## config.mk

```make
export PLATFORM = sky130hd
export DESIGN_NAME = adc_sample_packetizer_control
export DESIGN_NICKNAME = d
export VERILOG_FILES = /design/src/logic/adc_sample_packetizer_control.v
export VERILOG_INCLUDE_DIRS = /design/src /design/src/logic
export SDC_FILE = /design/constraint.sdc
export NUM_CORES = 1
export LEC_CHECK = 0
export CORE_ASPECT_RATIO = 1.2
export CORE_MARGIN = 8
export CORE_UTILIZATION = 40
export DETAILED_ROUTE_END_ITERATION = 7
export DONT_BUFFER_PORTS = 1
export RECOVER_POWER = 50
export SLEW_MARGIN = 0
export SYNTH_ARGS = -nofsm -noshare
export SYNTH_HDL_FRONTEND = slang
export SYNTH_SLANG_ARGS = --single-unit
```

## constraint.sdc

```tcl
create_clock -name sys_clk -period 4.4 [get_ports sys_clk]
set_input_delay 0.88 -clock sys_clk [delete_from_list [all_inputs] [get_ports sys_clk]]
set_output_delay 0.88 -clock sys_clk [all_outputs]
set_load 0.03 [all_outputs]
```

## src/logic/adc_ctrl_defines.vh

```
// Register map, field positions and reset values of the converter control.
// Assumes inclusion by bare name from design files.
`ifndef ADC_CTRL_DEFINES_VH
`define ADC_CTRL_DEFINES_VH

// Register offsets (byte addresses)
`define ADC_IN_BASE_OFS   8'h00
`define ADC_IN6_OFS       8'h18
`define ADC_IN7_OFS       8'h1C
`define ADC_GLOBAL_OFS    8'h20

// Per-input control fields
`define ADC_IN_EN_BIT     0
`define ADC_IN_DEST_HI    31
`define ADC_IN_DEST_LO    8

// Global control fields
`define ADC_G_EN_BIT      0
`define ADC_G_CAL_BIT     1
`define ADC_G_SPP_HI      15
`define ADC_G_SPP_LO      8
`define ADC_G_SIZE_HI     17
`define ADC_G_SIZE_LO     16
`define ADC_G_DROP_BIT    24

// Reset values
`define ADC_SIZE_RST      2'h1
`define ADC_SPP_RST       8'h01

// Size codes
`define ADC_SIZE_8        2'h0
`define ADC_SIZE_16       2'h1
`define ADC_SIZE_32       2'h3

// Calibration pulses after enable
`define ADC_CAL_PULSES    3'h6

`endif

```

## src/logic/adc_sample_packetizer_control.v

```verilog
// Converter control: per-input routing, sample sizing and packet framing.
// Assumes a conversion front end on the same clock and a byte stream sink.
// Operation
// - Input bits 31:8 hold upper 24 bits of destination endpoint, reset 0.
// - Input control bit 0 enables input, reset 0; bits 7:1 read zero.
// - Global bit 24 flags a dropped sample; a read of global clears it.
// - Size field 17:16 picks width, left aligned; 0 is 8 bit; resets to 1.
// - Size 16: four low zero bits, most significant byte first.
// - Size 3: 32 bit word, twenty low zero bits, MSB first.
// - Global bits 15:8 give samples per packet, reset to 1.
// - Samples per packet 0 keeps packet open until a register access made while idle.
// - Global bit 1 selects internal 0.8V reference for calibration, reset 0.
// - Global bit 0 enables, reset 0; input registers then read-only.
// - No packets for six pulses after enable; seventh onward delivers.
// - Each sample clock rising edge while enabled converts the next enabled input at 12 bits.
`timescale 1ns/1ns
`default_nettype none
`include "adc_ctrl_defines.vh"
module adc_sample_packetizer_control #(
  parameter N_IN = 8
) (
  // Clock and reset
  input  wire        sys_clk,
  input  wire        nrst,
  // Register port, full 32-bit words
  input  wire        reg_wr,
  input  wire        reg_rd,
  input  wire [7:0]  reg_addr,
  input  wire [31:0] reg_wdata,
  output reg  [31:0] reg_rdata,
  // Sample clock pin
  input  wire        sample_clk_pin,
  // Conversion front end
  output reg  [2:0]  conv_sel,
  output reg         conv_start,
  output wire        conv_cal_ref,
  input  wire        conv_done,
  input  wire [11:0] conv_data,
  // Byte stream to endpoints
  output reg         st_valid,
  input  wire        st_ready,
  output reg  [7:0]  st_data,
  output reg  [23:0] st_dest,
  output reg         st_end
);

  // ------------------------------------------------------------------
  // Registers
  // ------------------------------------------------------------------
  wire [N_IN-1:0]    in_en_q;
  wire [23:0]        in_dest_q [0:N_IN-1];
  reg                g_en_q;
  reg                g_cal_q;
  reg  [7:0]         g_spp_q;
  reg  [1:0]         g_size_q;
  reg                drop_q;
  reg  [2:0]         cal_cnt_q;
  reg  [2:0]         smp_clk_q;
  reg  [2:0]         cur_q;
  reg  [31:0]        shift_q;
  reg  [1:0]         bytes_q;
  reg                busy_q;
  reg  [7:0]         pkt_cnt_q;
  reg                open_q;
  reg  [23:0]        open_dest_q;
  reg                pend_sel_q;

  wire g_hit = (reg_addr == `ADC_GLOBAL_OFS);
  wire in_hit = (reg_addr[7:5] == 3'h0) && (reg_addr[1:0] == 2'h0);
  wire [2:0] in_idx = reg_addr[4:2];
  wire acc = reg_wr | reg_rd;

  function [2:0] next_in;
    input [2:0]      from;
    input [N_IN-1:0] en;
    integer          k;
    reg              found;
    reg   [2:0]      c;
    begin
      next_in = from;
      found = 1'b0;
      for (k = 1; k <= N_IN; k = k + 1) begin
        c = from + k[2:0];
        if (!found && en[c]) begin
          next_in = c;
          found = 1'b1;
        end
      end
    end
  endfunction

  // ------------------------------------------------------------------
  // Sample clock pin sync and edge
  // ------------------------------------------------------------------
  always @(posedge sys_clk or negedge nrst) begin
    if (!nrst) begin
      smp_clk_q <= 3'h0;
    end else begin
      smp_clk_q <= {smp_clk_q[1:0], sample_clk_pin};
    end
  end
  wire smp_rise = smp_clk_q[1] & ~smp_clk_q[2];

  assign conv_cal_ref = g_cal_q;

  // ------------------------------------------------------------------
  // Register writes and reads
  // ------------------------------------------------------------------
  genvar gi;
  generate
    for (gi = 0; gi < N_IN; gi = gi + 1) begin : g_in
      reg        en_q;
      reg [23:0] dest_q;
      wire       wr_hit = reg_wr && in_hit && ({29'h0, in_idx} == gi);
      always @(posedge sys_clk or negedge nrst) begin
        if (!nrst) begin
          en_q   <= 1'b0;
          dest_q <= 24'h0000;
        end else if (wr_hit && !g_en_q) begin
          en_q   <= reg_wdata[`ADC_IN_EN_BIT];
          dest_q <= reg_wdata[`ADC_IN_DEST_HI:`ADC_IN_DEST_LO];
        end
      end
      assign in_en_q[gi]   = en_q;
      assign in_dest_q[gi] = dest_q;
    end
  endgenerate

  wire close_now = acc && open_q && !busy_q && (g_spp_q == 8'h00);
  wire drop_evt  = conv_done && pend_sel_q && (busy_q || close_now);

  always @(posedge sys_clk or negedge nrst) begin
    if (!nrst) begin
      g_en_q   <= 1'b0;
      g_cal_q  <= 1'b0;
      g_spp_q  <= `ADC_SPP_RST;
      g_size_q <= `ADC_SIZE_RST;
      drop_q   <= 1'b0;
    end else begin
      if (reg_wr && g_hit) begin
        g_en_q   <= reg_wdata[`ADC_G_EN_BIT];
        g_cal_q  <= reg_wdata[`ADC_G_CAL_BIT];
        g_spp_q  <= reg_wdata[`ADC_G_SPP_HI:`ADC_G_SPP_LO];
        g_size_q <= reg_wdata[`ADC_G_SIZE_HI:`ADC_G_SIZE_LO];
      end
      if (drop_evt)
        drop_q <= 1'b1;
      else if (reg_rd && g_hit)
        drop_q <= 1'b0;
    end
  end

  always @(posedge sys_clk or negedge nrst) begin
    if (!nrst) begin
      reg_rdata <= 32'h0000_0000;
    end else if (reg_rd) begin
      if (g_hit)
        reg_rdata <= {7'h00, drop_q, 6'h00, g_size_q, g_spp_q,
                      6'h00, g_cal_q, g_en_q};
      else if (in_hit)
        reg_rdata <= {in_dest_q[in_idx], 7'h00, in_en_q[in_idx]};
      else
        reg_rdata <= 32'h0000_0000;
    end
  end

  // ------------------------------------------------------------------
  // Sequencing, calibration skip and sample formatting
  // ------------------------------------------------------------------
  wire en_rise = reg_wr && g_hit && reg_wdata[`ADC_G_EN_BIT] && !g_en_q;
  wire pkt_full = (g_spp_q != 8'h00) && (pkt_cnt_q + 8'h01 == g_spp_q);
  wire last_byte = st_valid && st_ready && (bytes_q == 2'h0);

  always @(posedge sys_clk or negedge nrst) begin
    if (!nrst) begin
      cal_cnt_q   <= 3'h0;
      cur_q       <= 3'h7;
      conv_sel    <= 3'h0;
      conv_start  <= 1'b0;
      pend_sel_q  <= 1'b0;
      shift_q     <= 32'h0000_0000;
      bytes_q     <= 2'h0;
      busy_q      <= 1'b0;
      st_valid    <= 1'b0;
      st_data     <= 8'h00;
      st_dest     <= 24'h0000;
      st_end      <= 1'b0;
      pkt_cnt_q   <= 8'h00;
      open_q      <= 1'b0;
      open_dest_q <= 24'h0000;
    end else begin
      conv_start <= 1'b0;
      if (en_rise)
        cal_cnt_q <= `ADC_CAL_PULSES;
      if (g_en_q && smp_rise && in_en_q != {N_IN{1'b0}}) begin
        cur_q      <= next_in(cur_q, in_en_q);
        conv_sel   <= next_in(cur_q, in_en_q);
        conv_start <= 1'b1;
        if (cal_cnt_q != 3'h0)
          cal_cnt_q <= cal_cnt_q - 3'h1;
        pend_sel_q <= (cal_cnt_q == 3'h0);
      end
      // Sample accepted only when idle and calibration done
      if (conv_done && !busy_q && pend_sel_q && !close_now) begin
        busy_q  <= 1'b1;
        st_dest <= in_dest_q[conv_sel];
        case (g_size_q)
          `ADC_SIZE_8: begin
            shift_q <= {conv_data[11:4], 24'h00_0000};
            bytes_q <= 2'h0;
          end
          `ADC_SIZE_32: begin
            shift_q <= {conv_data, 20'h0_0000};
            bytes_q <= 2'h3;
          end
          default: begin
            shift_q <= {conv_data, 4'h0, 16'h0000};
            bytes_q <= 2'h1;
          end
        endcase
        st_valid <= 1'b1;
        st_data  <= conv_data[11:4];
        st_end   <= (g_size_q == `ADC_SIZE_8) && pkt_full;
        if (open_q && open_dest_q != in_dest_q[conv_sel])
          pkt_cnt_q <= 8'h00;
        open_q      <= 1'b1;
        open_dest_q <= in_dest_q[conv_sel];
      end else if (st_valid && st_ready) begin
        if (bytes_q != 2'h0) begin
          shift_q  <= {shift_q[23:0], 8'h00};
          st_data  <= shift_q[23:16];
          bytes_q  <= bytes_q - 2'h1;
          st_end   <= (bytes_q == 2'h1) && pkt_full;
        end else begin
          st_valid <= 1'b0;
          st_end   <= 1'b0;
          busy_q   <= 1'b0;
          if (pkt_full) begin
            pkt_cnt_q <= 8'h00;
            open_q    <= 1'b0;
          end else begin
            pkt_cnt_q <= pkt_cnt_q + 8'h01;
          end
        end
      end
      // Open packet closed by a register access while idle when samples per packet is 0
      if (close_now) begin
        st_valid  <= 1'b1;
        st_dest   <= open_dest_q;
        st_end    <= 1'b1;
        st_data   <= 8'h00;
        bytes_q   <= 2'h0;
        busy_q    <= 1'b1;
        open_q    <= 1'b0;
        pkt_cnt_q <= 8'h00;
      end
      if (last_byte && !open_q && g_spp_q == 8'h00)
        pkt_cnt_q <= 8'h00;
    end
  end

endmodule
`default_nettype wire

```

== Word-level counts from Yosys, hierarchy flattened ==
Index checks and enable logic that the tools add are counted.
Operators by class
  add/subtract/negate cells: 10
  order comparisons: 11
  equal/unequal tests: 15
  muxes and demuxes: 89
  bitwise gates (word level): 5
  reduce and logical (&&, ||, !) cells: 83
Operator list (number)
  24-bit 2-to-1 mux: 10
  24-bit binary-select mux with 3-bit select: 2
  8-bit 2-to-1 mux: 11
  32-bit 2-to-1 mux: 2
  1-bit logical AND: 47
  1-bit 2-to-1 mux: 39
  3-bit by 4-bit < comparator with 1-bit output, second input constant: 9
  3-bit 2-to-1 mux: 11
  1-bit binary-select mux with 3-bit select: 9
  24-bit inequality test: 1
  8-bit nonzero test: 2
  3-bit adder, second input constant: 4
  3-bit == test, second input constant: 4
  3-bit nonzero test: 4
  1-bit zero test: 11
  2-bit nonzero test: 5
  3-bit zero test: 3
  8-bit by 1-bit adder with 8-bit output, second input constant: 1
  8-bit by 6-bit == test with 1-bit output, second input constant: 1
  8-bit == test: 1
  4-bit >= comparator, second input constant: 2
  8-bit zero test: 1
  2-bit 2-to-1 mux: 4
  3-bit inverter with 4-bit output: 2
  other kinds (20): 27
Storage, ports and cells
  register bits: 352
  input bits: 59
  output and inout port bits: 71
  word-level logic and storage cells: 250

== Logic depth before layout (Yosys ltp) ==
  depth in word-level cells: 32
  depth in mapped cells: 13
  gate-level depth less buffers: 10

== Worst setup path before layout ==
No wires, ideal clock.
  kind: register to register
  from: reg cur_q[0]
  to: reg conv_sel[2]
  setup time: 0.126 ns
  data arrival time: 3.808 ns
  data required time: 4.274 ns
  setup slack: 0.466 ns
  stages on the path, launching flop included: 13
  buffers on the path: 2
  clock period less this slack: 3.934 ns
  path through: dfstp_2 clkbuf_1 inv_1 ha_1 buf_1 mux4_2 mux2_2 a2111oi_0 nor2_1 a221oi_1 a21oi_1 a221o_1 o311a_1
Between the ends
  longest elaborated chain between the ends: 32
  elaborated cells between the ends (all ways): 59
  those cells by class: add/sub: 7; mux: 38; reduce/logical: 14
RTL lines
  start: declaration: line adc_sample_packetizer_control.v:59  | reg [2:0] cur_q;
  start signal: assignment: line adc_sample_packetizer_control.v:196  | cur_q <= next_in(cur_q, in_en_q);
  3-bit by 1-bit adder with 3-bit output: line adc_sample_packetizer_control.v:83  | c = from + k[2:0];
  1-bit binary-select mux with 3-bit select: line adc_sample_packetizer_control.v:84  | if (!found && en[c]) begin
  1-bit 2-to-1 mux (implied by the code): line adc_sample_packetizer_control.v:84
  1-bit 2-to-1 mux: line adc_sample_packetizer_control.v:84
  1-bit 2-to-1 mux: line adc_sample_packetizer_control.v:195  | if (g_en_q && smp_rise && in_en_q != {N_IN{1'b0}}) begin
  1-bit zero test: line adc_sample_packetizer_control.v:84
  1-bit logical AND: line adc_sample_packetizer_control.v:84
  1-bit 2-to-1 mux: line adc_sample_packetizer_control.v:84
  [... 16 more ...]
  1-bit 2-to-1 mux: line adc_sample_packetizer_control.v:195
  1-bit zero test: line adc_sample_packetizer_control.v:84
  1-bit logical AND: line adc_sample_packetizer_control.v:84
  1-bit 2-to-1 mux: line adc_sample_packetizer_control.v:84
  1-bit 2-to-1 mux: line adc_sample_packetizer_control.v:195
  1-bit zero test: line adc_sample_packetizer_control.v:84
  1-bit logical AND: line adc_sample_packetizer_control.v:84
  3-bit 2-to-1 mux *: line adc_sample_packetizer_control.v:84
  end signal: assignment: line adc_sample_packetizer_control.v:197  | conv_sel <= next_in(cur_q, in_en_q);
  end: declaration: line adc_sample_packetizer_control.v:34  | output reg [2:0] conv_sel,
Every way passes the cells marked *; elsewhere a longest branch is shown, timed or not. The select of a mux whose other input is x is not followed.
A chain may end at the register's enable or synchronous reset.

== Worst setup path after layout ==
Same ends and word-level chain as after synthesis.

==> reports/results.md <==
| Item | This run | Unit |
|:---|:---|:---|
| Initial drt markers | 648 | - |
| Switching pwr | 2030 | uW |
| Internal Dissipation | 5540 | uW |
| Total via count after detailed routing | 11111 | - |
| Wire length of the first global-routing pass | 70.1 | mm |
| Die Wd | 204 | um |
| Worst path arrival time | 4.23 | ns |
| Buffers from clock root to sink, at most | 3 | - |
| Via/cell ratio | 5.81 | - |
| Placed cell count | 1847 | - |
| Number of enable flip-flop cells after synthesis | 0 | - |
| Area of the placeable core | 0.0419 | sq mm |
| Resize count post-CTS | 0 | - |
| Number of clock buffers inserted by TritonCTS | 36 | - |
| Antenna diode count | 0 | - |
| Number of antenna violations at the first check in global routing | 0 | - |
| CTS tree | done | - |
| Number of distinct library cells after synthesis | 74 | - |
| Routed len/inst | 23.4 | um |
| Flip-flop and latch count after synthesis | 326 | - |
| Final number of max-transition violations | 0 | - |
| Mapped Area | 0.0170 | sq mm |
| Initial standard-cell utilization of the core | 40.6 | % |
| Synth Area in Adders | 0.515 | % |
| Detailed Routing Iterations Pass 1 | 4 | - |
| Final cell utilization of the core | 45.1 | % |
| Final weighted congestion of routability-driven global placement | 0.819 | - |
| Transition time at the pin with the least slew margin | 0.748 | ns |
| Routed Antenna Nets | 0 | - |
| Power density of the placed cells | 400 | mW/mm^2 |
| Relative contribution of combinational cells to total power | 11.9 | % |
| Number of global-route vias before repair | 11320 | - |
| Dominant combinational cell family by area after synthesis | multiplexers | - |
| Final Power | 7570 | uW |
| Number of design rule violations left after detail routing | 0 | - |
| Total number of yosys warnings | 0 | - |
| Status | completed | - |
| Total of max-cap violations | 0 | - |
| Nature of the critical path endpoint | flip-flop | - |
| Non-filler instance count after layout | 1912 | - |
| WS Path Type | reg2reg | - |
| Share of the synthesized area in compound gates (AO/OA/AOI/OAI) | 7.34 | % |
| Data required time of the critical path | 4.80 | ns |
| Area Overhead vs Synth | 11.2 | % |
| Clock Root Buffer | sky130_fd_sc_hd__clkbuf_16 | - |
| # hold bufs at CTS | 0 | - |
| Largest net degree at the start of global routing | 327 | - |
| Worst-case vdd ir drop | 0.281 | mV |
| Share of cells above drive strength 1 | 30.7 | % |
| Highest Clock Rate | 0.261 | GHz |
| XOR/XNOR share of the synthesized area | 1.75 | % |
| Critical Path Fanout Max | 12 | - |
| Total die area | 0.0494 | sq mm |
| Unrepaired setup endpoints after global routing | no | - |
| Nets@finish | 1405 | - |
| Simple-Gate Fraction of Synth Area | 7.02 | % |
| Reported leakage power | 0.00836 | uW |
| Buffer count from post-CTS setup fixing | 0 | - |
| Clock Power Share | 41.8 | % |
| Final wirelength | 44.7 | mm |
| Mux share of post-synthesis cell area | 32.1 | % |
| Total routing usage reported by global routing | 18.1 | % |
| Estimated wirelength of the detail-placed design | 29.5 | mm |
| Headroom to the max-slew limit | 50.1 | % |
| Nature of the critical path startpoint | flip-flop | - |
| Worst clock skew on the final layout | 0.0207 | ns |
| CTS H-tree lvls | 2 | - |
| Sequential element share of the synthesized area | 48.0 | % |
| Register clock-pin slew on the reported worst setup and hold paths | 0.06 | ns |
| Fin. Hold Viols | 0 | - |
| Number of top-level pins | 130 | - |
| Gate count of the mapped netlist | 1350 | - |
| Overall die height | 242 | um |
| Total number of clock tree sinks | 326 | - |
| Minimum clock period after layout | 3.84 | ns |
| Tcrit/Tclk final | 87.2 | % |
| Switching Share | 26.8 | % |
| Post-synth ARST share | 100 | % |
| Global-route congestion overflow total | 0 | - |
| Clock network latency to the later pin of the worst-skew pair | 0.53 | ns |
| Min-delay worst type | in2async | - |
| Count of endpoints failing setup in the final report | 0 | - |
| Post-Synthesis Mean Instance Area | 12.6 | sq um |
| Site Rows | 82 | - |
| Total of buffers placed on input and output ports | 0 | - |
| Final total negative setup slack | 0 | ns |
| Register share of total power | 46.3 | % |
| Main synth FF type | sky130_fd_sc_hd__dfrtp_1 | - |
[synthesized netlist by cell type, types with 8 or more instances]
cell,n,area (sq um)
sky130_fd_sc_hd__a21oi_1,55,275
sky130_fd_sc_hd__a22o_1,8,70.1
sky130_fd_sc_hd__a22oi_1,12,90.1
sky130_fd_sc_hd__buf_1,11,41.3
sky130_fd_sc_hd__buf_4,8,60.1
sky130_fd_sc_hd__clkbuf_1,64,240
sky130_fd_sc_hd__dfrtp_1,321,8030
sky130_fd_sc_hd__inv_1,30,113
sky130_fd_sc_hd__mux2_1,26,293
sky130_fd_sc_hd__mux2_2,193,2170
sky130_fd_sc_hd__mux2i_1,77,771
sky130_fd_sc_hd__mux4_2,94,2120
sky130_fd_sc_hd__nand2_1,84,315
sky130_fd_sc_hd__nand3_1,14,70.1
sky130_fd_sc_hd__nor2_1,90,338
sky130_fd_sc_hd__nor3_1,9,45.0
sky130_fd_sc_hd__o21ai_0,66,330
sky130_fd_sc_hd__o22ai_1,15,93.8
sky130_fd_sc_hd__xnor2_1,16,140
sky130_fd_sc_hd__xor2_1,18,158
[state kept, by name (all words and copies together), names as in the netlist, 2 cells and up]
register,flops
st_dest,24
g_in.dest_q,192
open_dest_q,24
g_in.en_q,8
shift_q,4
st_data,8
conv_sel,3
pkt_cnt_q,8
g_size_q,2
g_spp_q,8
bytes_q,2
cal_cnt_q,3
reg_rdata,26
smp_clk_q,3
cur_q,3
[metrics by stage]
stage / hold slack [ns] / cell area, sq um / setup slack [ns]
after detailed placement: 0.364 / 17600 / 0.579
after floorplan: 0.331 / 17000 / 0.466
after global routing: 0.0413 / 18900 / 0.259
after global placement: 0.345 / 17600 / 0.662
after CTS: 0.0373 / 18900 / 0.563
final: 0.0710 / 18900 / 0.564
[final cells by class]
cell class	count	area [sq um]
inverters	31	116
well taps	546	683
repair buffers	40	338
flip-flops and latches	326	8170
fillers	3758	23000
multi-input cells	904	8340
clock buffers	52	1090
clock inverters	13	159
[power groups by stage]
stage / combinational (uW) / clock, uW / sequential (uW)
3_3_place_gp: 871 / 0 / 3550
6_report: 898 / 3160 / 3510
4_1_cts: 901 / 3240 / 3510
3_5_place_dp: 897 / 0 / 3560
5_1_grt: 986 / 3360 / 3540
2_1_floorplan: 775 / 0 / 3470
[layer usage]
metal  global-route usage (%)  up-vias  wire length (um)
met5                        0        -                 0
met4                     5.83        0              1230
met3                     5.12       72              3350
met2                     30.2      295             22200
met1                     22.5     5764             17900
li1                         -     4980                 -
[critical path, stage by stage, from the launching register on]
cell                        delay (ns)
sky130_fd_sc_hd__dfstp_2          0.70
sky130_fd_sc_hd__inv_1            0.17
sky130_fd_sc_hd__ha_1             0.64
sky130_fd_sc_hd__mux4_2           0.44
sky130_fd_sc_hd__mux2_2           0.35
sky130_fd_sc_hd__a2111oi_0        0.39
sky130_fd_sc_hd__nor2_1           0.14
sky130_fd_sc_hd__a221oi_1         0.31
sky130_fd_sc_hd__a21oi_1          0.07
sky130_fd_sc_hd__a221o_1          0.37
sky130_fd_sc_hd__o311a_1          0.13
[cell families after synthesis]
group	Yosys count
flip-flops	326
AND/OR/NAND/NOR	257
XOR/XNOR	34
AO/OA/AOI/OAI	205
multiplexers	395
buffers and inverters	125
other	1
adder cells (fa/ha/maj)	7
[final timing paths]
kind | from | endpoint | slack (ns) | cells past startpoint
worst max register to register | cur_q[0]$_DFFE_PN1P_ | conv_sel[2]$_DFFE_PN0P_ | 0.56 | 10
worst min register to register | smp_clk_q[0]$_DFF_PN0_ | smp_clk_q[1]$_DFF_PN0_ | 0.37 | 0
worst min-delay path | nrst | reg_rdata[28]$_DFFE_PN0P_ | 0.07 | 0
worst max-delay path | cur_q[0]$_DFFE_PN1P_ | conv_sel[2]$_DFFE_PN0P_ | 0.56 | 10
min in group sys_clk | smp_clk_q[0]$_DFF_PN0_ | smp_clk_q[1]$_DFF_PN0_ | 0.37 | 0
max in group asynchronous | nrst | conv_sel[2]$_DFFE_PN0P_ | 3.64 | 0
[cell usage in the layout, fill, tap and decap left out, types with 4 or more instances in the layout]
cell	synthesis	routed
sky130_fd_sc_hd__a21oi_1	55	55
sky130_fd_sc_hd__nand4_1	5	5
sky130_fd_sc_hd__nor3_1	9	7
sky130_fd_sc_hd__mux2_2	193	193
sky130_fd_sc_hd__nor2b_1	6	6
sky130_fd_sc_hd__and2_1	5	5
sky130_fd_sc_hd__o31ai_1	7	7
sky130_fd_sc_hd__o22ai_1	15	15
sky130_fd_sc_hd__conb_1	1	6
sky130_fd_sc_hd__clkinv_2	0	4
sky130_fd_sc_hd__inv_1	30	30
sky130_fd_sc_hd__xor2_1	18	18
sky130_fd_sc_hd__a22o_1	8	8
sky130_fd_sc_hd__mux4_2	94	94
sky130_fd_sc_hd__ha_1	7	7
sky130_fd_sc_hd__mux2_1	26	26
sky130_fd_sc_hd__dfstp_2	5	5
sky130_fd_sc_hd__or2_2	4	5
sky130_fd_sc_hd__clkbuf_16	0	37
sky130_fd_sc_hd__nand2_1	84	84
sky130_fd_sc_hd__xnor2_1	16	16
sky130_fd_sc_hd__clkbuf_1	64	4
sky130_fd_sc_hd__dfrtp_1	321	319
sky130_fd_sc_hd__a22oi_1	12	12
sky130_fd_sc_hd__o21ai_0	66	66
sky130_fd_sc_hd__nand2b_1	7	6
sky130_fd_sc_hd__mux2i_1	77	77
sky130_fd_sc_hd__o21ai_1	5	5
sky130_fd_sc_hd__nand3_1	14	14
sky130_fd_sc_hd__nor2_2	0	6
sky130_fd_sc_hd__a211oi_1	6	6
sky130_fd_sc_hd__mux2i_4	4	4
sky130_fd_sc_hd__nor4_1	7	7
sky130_fd_sc_hd__buf_4	8	37
sky130_fd_sc_hd__or3_1	5	5
sky130_fd_sc_hd__nor2_1	90	84
sky130_fd_sc_hd__clkbuf_8	0	11
(Power assumes the default switching activity.)
